$ cat src/rtl/fbid_regs.vh
`ifndef FBID_REGS_VH
`define FBID_REGS_VH

// Register byte offsets
`define FBID_REG_SEL 5'h00
`define FBID_REG_CTRL 5'h04
`define FBID_REG_ADDR 5'h08
`define FBID_REG_STAT 5'h0C
`define FBID_REG_DIAG 5'h10

// Identification selector codes
`define FBID_SEL_PROFILE 8'h00
`define FBID_SEL_NEW 8'h01
`define FBID_SEL_AUTO 8'h7F
`define FBID_SEL_LEGACY 8'h80
`define FBID_SEL_RST 8'h00

// Station addressing
`define FBID_ADDR_MAX 7'h7D
`define FBID_ADDR_FACTORY 7'h7E

// Block and module counts per identity
`define FBID_BLOCKS 4'h3
`define FBID_MODULES 2'h1

// Control register fields
`define FBID_CTRL_FMT_BIT 0

// Status register fields
`define FBID_STAT_DEF_BIT 16
`define FBID_STAT_CYC_BIT 17
`define FBID_STAT_HW_BIT 18
`define FBID_STAT_PEND_BIT 19
`define FBID_STAT_ADDR_LSB 20

// Address settle time
`define FBID_SETTLE_S 32'h0000_000A
`define FBID_CLK_HZ 32'h0BEB_C200
`define FBID_SETTLE_CYCLES (`FBID_SETTLE_S * `FBID_CLK_HZ)

`endif

$ cat src/rtl/fbid_sync.v
`timescale 1ns/10ps
module fbid_sync #(
  parameter W = 8
) (
  input wire ref_clk,
  input wire nrst,
  input wire [W-1:0] pin_in,
  output wire [W-1:0] sync_out
);
  genvar i;
  generate
    for (i = 0; i < W; i = i + 1)
    begin : g_bit
      reg meta_r;
      reg sync_r;
      // One process per bit keeps each flop with a single driver
      always @(posedge ref_clk or negedge nrst)
      begin
        if (!nrst)
        begin
          meta_r <= 1'b0;
          sync_r <= 1'b0;
        end
        else
        begin
          meta_r <= pin_in[i];
          sync_r <= meta_r;
        end
      end
      assign sync_out[i] = sync_r;
    end
  endgenerate
endmodule

$ cat src/rtl/fbid_settle.v
`timescale 1ns/10ps
module fbid_settle #(
  parameter [31:0] CYCLES = 32'h0000_0010
) (
  input wire ref_clk,
  input wire nrst,
  input wire start,
  output reg busy_r,
  output reg done_r
);
  reg [31:0] cnt_r;
  // Each new start rearms the full wait, so a switch being turned restarts it
  always @(posedge ref_clk or negedge nrst)
  begin
    if (!nrst)
    begin
      cnt_r <= 32'h0000_0000;
      busy_r <= 1'b0;
      done_r <= 1'b0;
    end
    else
    begin
      done_r <= 1'b0;
      if (start)
      begin
        cnt_r <= CYCLES - 32'h0000_0001;
        busy_r <= 1'b1;
      end
      else if (busy_r)
      begin
        if (cnt_r == 32'h0000_0000)
        begin
          busy_r <= 1'b0;
          done_r <= 1'b1;
        end
        else
          cnt_r <= cnt_r - 32'h0000_0001;
      end
    end
  end
endmodule

$ cat src/rtl/fbid_core.v
// Contract
// - Selector 0 profile,1 new,127 auto,128 legacy
// - Selector changes only without cyclic exchange
// - Identity held while cyclic exchange runs
// - Re-established exchange resumes last identity
// - Legacy identity: classic status, old diagnostics
// - Profile/new: new diagnostics, configurable status format
// - Selector 0/1: three blocks, one module
// - Cyclic access only to configured modules
// - Auto mode takes identity from frames
// - Frame identity change: auto mode, known only
// - Unfixed auto mode rotates identity per diagnose
// - Fixed auto identity behaves like static; code still adopts known frame identities when fixed
// - Valid station addresses are 0 to 125
// - Factory: address 126, software addressing
// - Address from class 2 master or switches
// - Hardware address from seven weighted switches
// - Switch change: wait 10 s, restart, adopt
// - Selector writes during cyclic exchange ignored
`timescale 1ns/10ps
`include "fbid_regs.vh"
module fbid_core #(
  parameter [31:0] SETTLE_CYCLES = `FBID_SETTLE_CYCLES,
  parameter [15:0] PROFILE_ID = 16'h0A01, // Arbitrary identity value
  parameter [15:0] NEW_ID = 16'h0A02, // Arbitrary identity value
  parameter [15:0] LEGACY_ID = 16'h0A03, // Arbitrary identity value
  parameter [1:0] LEGACY_MODULES = 2'h1
) (
  input wire ref_clk,
  input wire nrst,
  input wire [4:0] avs_address,
  input wire avs_read,
  input wire avs_write,
  input wire [31:0] avs_writedata,
  output reg [31:0] avs_readdata,
  output reg avs_waitrequest,
  input wire cyclic_active,
  input wire user_cfg_condensed,
  input wire prm_frame_pulse,
  input wire addr_frame_pulse,
  input wire [15:0] frame_ident,
  input wire [6:0] frame_new_addr,
  input wire diag_req_pulse,
  input wire cyc_access_req,
  input wire [1:0] cyc_module_idx,
  input wire [7:0] dip_pins,
  output reg [15:0] active_ident_r,
  output reg ident_defined_r,
  output reg status_condensed_r,
  output reg new_diag_r,
  output reg [15:0] diag_ident_r,
  output reg diag_valid_r,
  output reg [1:0] module_count_r,
  output reg cyc_access_grant_r,
  output reg [6:0] station_addr_r,
  output reg restart_r
);
  // Identity tracking states
  localparam [1:0] ST_STATIC = 2'h0;
  localparam [1:0] ST_HUNT = 2'h1;
  localparam [1:0] ST_FIXED = 2'h2;

  reg [7:0] sel_r;
  reg fmt_choice_r;
  reg [6:0] soft_addr_r;
  reg [1:0] state_r;
  reg [1:0] state_nxt;
  reg [1:0] cand_idx_r;
  reg [1:0] boot_cnt_r;
  reg [7:0] dip_prev_r;
  reg [31:0] rd_mux;
  wire [7:0] dip_sync;
  wire hw_mode;
  wire [6:0] dip_addr;
  wire bus_wr;
  wire sel_we;
  wire frame_id_ok;
  wire bus_addr_we;
  wire frm_addr_we;
  wire soft_addr_we;
  wire [6:0] soft_addr_val;
  wire booted;
  wire dip_change;
  wire settle_busy;
  wire settle_done;
  wire legacy_now;

  function sel_ok;
    input [7:0] v;
    begin
      sel_ok = (v == `FBID_SEL_PROFILE) || (v == `FBID_SEL_NEW) ||
               (v == `FBID_SEL_AUTO) || (v == `FBID_SEL_LEGACY);
    end
  endfunction

  function [15:0] ident_of_sel;
    input [7:0] v;
    begin
      case (v)
        `FBID_SEL_NEW: ident_of_sel = NEW_ID;
        `FBID_SEL_LEGACY: ident_of_sel = LEGACY_ID;
        default: ident_of_sel = PROFILE_ID;
      endcase
    end
  endfunction

  function [15:0] ident_of_cand;
    input [1:0] idx;
    begin
      case (idx)
        2'h0: ident_of_cand = PROFILE_ID;
        2'h1: ident_of_cand = LEGACY_ID;
        default: ident_of_cand = NEW_ID;
      endcase
    end
  endfunction

  function ident_known;
    input [15:0] id;
    begin
      ident_known = (id == PROFILE_ID) || (id == NEW_ID) || (id == LEGACY_ID);
    end
  endfunction

  function addr_ok;
    input [6:0] a;
    begin
      addr_ok = (a <= `FBID_ADDR_MAX);
    end
  endfunction

  fbid_sync #(
    .W(8)
  ) u_sync (
    .ref_clk(ref_clk),
    .nrst(nrst),
    .pin_in(dip_pins),
    .sync_out(dip_sync)
  );

  fbid_settle #(
    .CYCLES(SETTLE_CYCLES)
  ) u_settle (
    .ref_clk(ref_clk),
    .nrst(nrst),
    .start(dip_change),
    .busy_r(settle_busy),
    .done_r(settle_done)
  );

  // Switch 8 off selects hardware addressing
  assign hw_mode = ~dip_sync[7];
  assign dip_addr = dip_sync[6:0];
  assign booted = (boot_cnt_r == 2'h3);
  assign dip_change = booted && (dip_sync != dip_prev_r);
  assign bus_wr = avs_write && !avs_waitrequest;
  assign sel_we = bus_wr && (avs_address == `FBID_REG_SEL) && !cyclic_active &&
                  sel_ok(avs_writedata[7:0]);
  assign frame_id_ok = (prm_frame_pulse || addr_frame_pulse) && !cyclic_active &&
                       ident_known(frame_ident);
  // Whole word checked, so a large value cannot alias into range
  assign bus_addr_we = bus_wr && (avs_address == `FBID_REG_ADDR) &&
                       addr_ok(avs_writedata[6:0]) && (avs_writedata[31:7] == 25'h000_0000);
  assign frm_addr_we = addr_frame_pulse && !cyclic_active && addr_ok(frame_new_addr);
  assign soft_addr_we = bus_addr_we || frm_addr_we;
  assign soft_addr_val = bus_addr_we ? avs_writedata[6:0] : frame_new_addr;
  assign legacy_now = ident_defined_r && (active_ident_r == LEGACY_ID);

  // One wait cycle per access; read data captured when waitrequest drops
  always @*
  begin
    rd_mux = 32'h0000_0000;
    case (avs_address)
      `FBID_REG_SEL: rd_mux[7:0] = sel_r;
      `FBID_REG_CTRL: rd_mux[`FBID_CTRL_FMT_BIT] = fmt_choice_r;
      `FBID_REG_ADDR: rd_mux[6:0] = soft_addr_r;
      `FBID_REG_STAT:
      begin
        rd_mux[15:0] = active_ident_r;
        rd_mux[`FBID_STAT_DEF_BIT] = ident_defined_r;
        rd_mux[`FBID_STAT_CYC_BIT] = cyclic_active;
        rd_mux[`FBID_STAT_HW_BIT] = hw_mode;
        rd_mux[`FBID_STAT_PEND_BIT] = settle_busy;
        rd_mux[`FBID_STAT_ADDR_LSB+6:`FBID_STAT_ADDR_LSB] = station_addr_r;
      end
      `FBID_REG_DIAG:
      begin
        rd_mux[15:0] = diag_ident_r;
        rd_mux[19:16] = `FBID_BLOCKS;
        rd_mux[21:20] = module_count_r;
      end
      default: rd_mux = 32'h0000_0000;
    endcase
  end

  always @(posedge ref_clk or negedge nrst)
  begin
    if (!nrst)
    begin
      avs_waitrequest <= 1'b1;
      avs_readdata <= 32'h0000_0000;
    end
    else if ((avs_read || avs_write) && avs_waitrequest)
    begin
      avs_waitrequest <= 1'b0;
      avs_readdata <= rd_mux;
    end
    else
      avs_waitrequest <= 1'b1;
  end

  always @(posedge ref_clk or negedge nrst)
  begin
    if (!nrst)
    begin
      sel_r <= `FBID_SEL_RST;
      fmt_choice_r <= 1'b0;
    end
    else
    begin
      if (sel_we)
        sel_r <= avs_writedata[7:0];
      if (bus_wr && (avs_address == `FBID_REG_CTRL))
        fmt_choice_r <= avs_writedata[`FBID_CTRL_FMT_BIT];
    end
  end

  always @*
  begin
    state_nxt = state_r;
    case (state_r)
      ST_STATIC:
      begin
        if (sel_we && (avs_writedata[7:0] == `FBID_SEL_AUTO))
          state_nxt = ST_HUNT;
      end
      ST_HUNT:
      begin
        if (sel_we && (avs_writedata[7:0] != `FBID_SEL_AUTO))
          state_nxt = ST_STATIC;
        else if (frame_id_ok)
          state_nxt = ST_FIXED;
      end
      ST_FIXED:
      begin
        if (sel_we)
          state_nxt = (avs_writedata[7:0] == `FBID_SEL_AUTO) ? ST_HUNT : ST_STATIC;
      end
      default: state_nxt = ST_STATIC;
    endcase
  end

  // Identity only moves while no exchange runs, so a dropped and re-made
  // exchange finds the last identity untouched
  always @(posedge ref_clk or negedge nrst)
  begin
    if (!nrst)
    begin
      state_r <= ST_STATIC;
      active_ident_r <= PROFILE_ID;
      ident_defined_r <= 1'b1;
      cand_idx_r <= 2'h0;
      diag_ident_r <= 16'h0000;
      diag_valid_r <= 1'b0;
    end
    else
    begin
      state_r <= state_nxt;
      diag_valid_r <= 1'b0;
      if (sel_we && (avs_writedata[7:0] == `FBID_SEL_AUTO))
      begin
        ident_defined_r <= 1'b0;
        cand_idx_r <= 2'h0;
      end
      else if (sel_we)
      begin
        active_ident_r <= ident_of_sel(avs_writedata[7:0]);
        ident_defined_r <= 1'b1;
      end
      else if (frame_id_ok && (state_r != ST_STATIC))
      begin
        active_ident_r <= frame_ident;
        ident_defined_r <= 1'b1;
      end
      if (diag_req_pulse)
      begin
        diag_valid_r <= 1'b1;
        if (state_r == ST_HUNT)
        begin
          diag_ident_r <= ident_of_cand(cand_idx_r);
          cand_idx_r <= (cand_idx_r == 2'h2) ? 2'h0 : cand_idx_r + 2'h1;
        end
        else
          diag_ident_r <= active_ident_r;
      end
    end
  end

  // Status, diagnostics and module map follow the identity in use
  always @(posedge ref_clk or negedge nrst)
  begin
    if (!nrst)
    begin
      status_condensed_r <= 1'b0;
      new_diag_r <= 1'b0;
      module_count_r <= 2'h0;
      cyc_access_grant_r <= 1'b0;
    end
    else
    begin
      status_condensed_r <= ident_defined_r && !legacy_now &&
                            (fmt_choice_r || user_cfg_condensed);
      new_diag_r <= ident_defined_r && !legacy_now;
      if (!ident_defined_r)
        module_count_r <= 2'h0;
      else if (legacy_now)
        module_count_r <= LEGACY_MODULES;
      else
        module_count_r <= `FBID_MODULES;
      cyc_access_grant_r <= cyc_access_req && cyclic_active &&
                            (cyc_module_idx < module_count_r);
    end
  end

  // Switches are read only after the synchroniser has filled
  always @(posedge ref_clk or negedge nrst)
  begin
    if (!nrst)
    begin
      boot_cnt_r <= 2'h0;
      dip_prev_r <= 8'h00;
      soft_addr_r <= `FBID_ADDR_FACTORY;
      station_addr_r <= `FBID_ADDR_FACTORY;
      restart_r <= 1'b0;
    end
    else
    begin
      restart_r <= 1'b0;
      if (!booted)
      begin
        boot_cnt_r <= boot_cnt_r + 2'h1;
        if (boot_cnt_r == 2'h2)
        begin
          dip_prev_r <= dip_sync;
          station_addr_r <= hw_mode ? dip_addr : soft_addr_r;
        end
      end
      else
      begin
        dip_prev_r <= dip_sync;
        if (settle_done)
        begin
          station_addr_r <= hw_mode ? dip_addr : soft_addr_r;
          restart_r <= 1'b1;
        end
        else if (soft_addr_we && !hw_mode && !settle_busy)
          station_addr_r <= soft_addr_val;
      end
      if (soft_addr_we)
        soft_addr_r <= soft_addr_val;
    end
  end
endmodule

$ cat config.mk
export PLATFORM = sky130hd
export DESIGN_NAME = fbid_core
export DESIGN_NICKNAME = d
export VERILOG_FILES = /design/src/rtl/fbid_sync.v /design/src/rtl/fbid_settle.v /design/src/rtl/fbid_core.v
export VERILOG_INCLUDE_DIRS = /design/src /design/src/rtl
export SDC_FILE = /design/constraint.sdc
export NUM_CORES = 1
export LEC_CHECK = 0
export ABC_AREA = 1
export ABC_CLOCK_PERIOD_IN_PS = 3700
export BUFFER_PORTS_ARGS = -buffer_cell sky130_fd_sc_hd__buf_2
export CORE_UTILIZATION = 40
export DETAILED_ROUTE_END_ITERATION = 6
export HOLD_SLACK_MARGIN = 0.03
export SYNTH_ARGS = -nofsm -noshare
export SYNTH_HDL_FRONTEND = slang
export SYNTH_SLANG_ARGS = --single-unit
$ cat constraint.sdc
create_clock -name ref_clk -period 3.7 [get_ports ref_clk]
set_input_delay 0.74 -clock ref_clk [delete_from_list [all_inputs] [get_ports ref_clk]]
set_output_delay 0.74 -clock ref_clk [all_outputs]
set_load 0.01 [all_outputs]
==> metrics.yaml <==
cells_and_area:
  finalNetCount: 1204
  syn2layout_area_growth_pct: 19.8
  seqCellArea_um2: 3870
  multi_input_area_um2: 3410
  fillers: 1874
  drive_gt1_share_pct: 23.6
  design_area_um2: 9380
  post-route-util_pct: 49.5
place:
  place.gp.congestion: 0.842
  postPlaceCellArea_um2: 8820
  port_buffers: 153
  dpl.hpwl_um: 14800
synthesis:
  synth_cell_types: 47
  syn_area_per_cell_um2: 8.08
  synthesis.area_um2: 7830
  synth-simple-area-share_pct: 31.0
  synthTopCellsByCount: "nand2_1, dfrtp_1, nor2_1"
  synth_mux_area_share_pct: 0
  synth-adder-area-share_pct: 0.639
  synth_top_flop_cell: "dfrtp_1"
  yosysSeqAreaShare_pct: 49.5
  synth.largest_area_cell: "dfrtp_1"
  synth_seq_cells: 154
  synthCells: 969
  yosys_warnings: 0
  yosysTopAreaCellShare_pct: 43.8
  synth-compound-area-share_pct: 8.50
  synthArstFlopShare_pct: 100
  synth_edf_count: 0
  synth_xor_area_share_pct: 3.13
  synth_top_family_by_area: "simple AND/OR/NAND/NOR gates"
  yosys-top-cells-area: "dfrtp_1, nand2_1, dfstp_2"
  synth_most_common_cell: "nand2_1"
critical_path:
  critPathSlowestCell: "inv_2"
  crit_type: "reg2reg"
  cp-start-kind: "flip-flop"
  reg2reg_slack_ns: 1.48
  worstPathCellList: "inv_1 > or2_1 > nand3_1 > nor2_1 > nand2_1 > nand2_1 > nand2_2 > inv_2 > nand2_1 > o21ai_1"
  cp_max_fo: 22
  cpPeakStageDelay_ns: 0.42
  rr_worst_depth: 10
  end_kind: "flip-flop"
  crit_arrival_ns: 2.56
  crit_top_cell: "nand2_1"
  cp_data_required_time_ns: 4.05
grt:
  busiest_layer: "met2"
  grt_util_met2_pct: 33.9
  grt_use_total_pct: 20.7
  antenna_found_initial: 2
  gr-usage-met3_pct: 3.68
  grt_pass1_vias: 6504
  overflow: 0
  grt_pass1_wl_um: 32400
  grt_max_degree: 76
  met1_usage_pct: 27.4
timing:
  skew_ns: 0.0127
  hold_viol: 0
  slew_headroom_pct: 43.0
  slew_violations: 0
  setup_viol: 0
  timing.fmax_mhz: 451
  finalWorstPathRequiredPeriod_ns: 2.22
  setup_tns_ns: 0
  fin_hold_ws_ns: 0.329
  layout_worst_path_cycle_share_pct: 59.9
  rsz0062_at_grt: "false"
  worst_pin_slew_ns: 0.852
cts:
  clock_latency_ns: 0.43
  cts_sinks: 154
  h-tree-depth: 4
  holdBufCountCts: 0
  cts_buffers: 17
  clockBufferDepth: 2
  path_clk_slew_ns: 0.06
  post_cts_buffers: 0
  cts_tree: "done"
  root_buffer: "clkbuf_16"
  ctsResizeCount: 0
route:
  via_count: 6800
  viasPerCell: 4.88
  first_iter_violations: 335
  ant_nets: 0
  routedWlPerCell_um: 14.2
  drcViolationCount: 0
  routed_wl_um: 19800
  drt_pass1_iterations: 5
floorplan:
  dieArea_um2: 20100
  core_um2: 19000
  start_util_pct: 41.3
  fp-row-count: 50
  die_w_um: 142
  die_height_um: 142
  io_pins: 160
power_and_ir_drop:
  peakVddDrop_mv: 0.309
  p_leak_nw: 4.69
  total_power_mw: 3.81
  p_per_area_nw_per_um2: 407
outcome:
  status: "finished clean"
hold_path:
  hold_path_class: "in2async"
flow_run:
  drv_cap: 0
[path summary, 6_finish.rpt]
kind                                   startpoint                     end
setup / recovery           u_sync.g_bit[1].sync_r      u_settle.cnt_r[13]
min in group ref_clk       u_sync.g_bit[6].meta_r  u_sync.g_bit[6].sync_r
setup reg to reg           u_sync.g_bit[1].sync_r      u_settle.cnt_r[13]
hold reg to reg            u_sync.g_bit[6].meta_r  u_sync.g_bit[6].sync_r
hold / removal                               nrst        avs_readdata[21]
max in group asynchronous                    nrst       active_ident_r[9]
[area by class of cell]
type | count | share of cell area [%]
repair buffers | 162 | 9.09
flip-flops and latches | 154 | 41.3
clock inverters | 15 | 1.39
clock buffers | 17 | 4.54
multi-input cells | 691 | 36.4
inverters | 94 | 3.76
diodes | 1 | 0.0267
well taps | 260 | 3.47
[sequential cells by signal, indices dropped and copies added, names as in the netlist, 2 cells and up]
name                 count
active_ident_r          16
avs_readdata            27
boot_cnt_r               2
cand_idx_r               2
diag_ident_r            16
dip_prev_r               8
sel_r                    8
soft_addr_r              7
state_r                  2
station_addr_r           7
u_settle.cnt_r          32
u_sync.g_bit.meta_r      8
u_sync.g_bit.sync_r      8
[layer usage]
layer / share of wire (%) / vias to the layer above
met5: 0.055 / -
met4: 1.6 / 2
met3: 4.5 / 25
met2: 47 / 165
met1: 47 / 3218
li1: - / 3390
[placed cells by master, fill, tap and decap left out, types with 2 or more instances in the layout]
master,netlist,final
a21oi_1,26,26
buf_2,5,152
buf_4,9,8
clkbuf_16,0,17
clkinv_4,0,4
clkinvlp_4,0,2
conb_1,1,6
dfrtp_1,137,137
dfstp_2,17,17
ha_1,4,4
inv_1,85,85
inv_2,8,8
inv_6,0,6
inv_8,0,2
nand2_1,284,284
nand2_2,9,9
nand2_4,7,7
nand3_1,65,65
nand3b_1,3,3
nand4_1,18,18
nor2_1,104,104
nor2_2,5,5
nor2_4,12,12
nor2_8,3,3
nor3_1,8,8
o2111ai_1,6,6
o211ai_1,4,4
o21ai_0,60,59
o21ai_1,11,11
o21ai_2,2,3
o31ai_1,3,3
or2_1,4,4
or2_2,6,6
xnor2_1,10,10
xor2_1,18,18
[logic make-up after synthesis]
family / Yosys count
XOR/XNOR: 28
adder cells (fa/ha/maj): 4
buffers and inverters: 129
other: 1
AO/OA/AOI/OAI: 119
AND/OR/NAND/NOR: 534
flip-flops: 154
[where the power goes]
| part | switching [mW] | internal (mW) |
|---|---|---|
| combinational | 0.210 | 0.127 |
| sequential | 0.0535 | 1.77 |
| clock | 0.765 | 0.882 |
[critical path: cells and delay by family, from the launching register on]
kind	cells	cell delay, ns
flops	1	0.36
simple gates	7	1.13
compound gates	1	0.10
buf+inv	2	0.54
[metrics by stage]
step | instances | setup slack, ns
2_1_floorplan | 974 | 1.75
3_3_place_gp | 1361 | 1.12
3_5_place_dp | 1361 | 1.10
4_1_cts | 1393 | 1.45
5_1_grt | 1394 | 1.16
6_report | 1394 | 1.48
No activity file was read; power rests on OpenSTA's default activity.
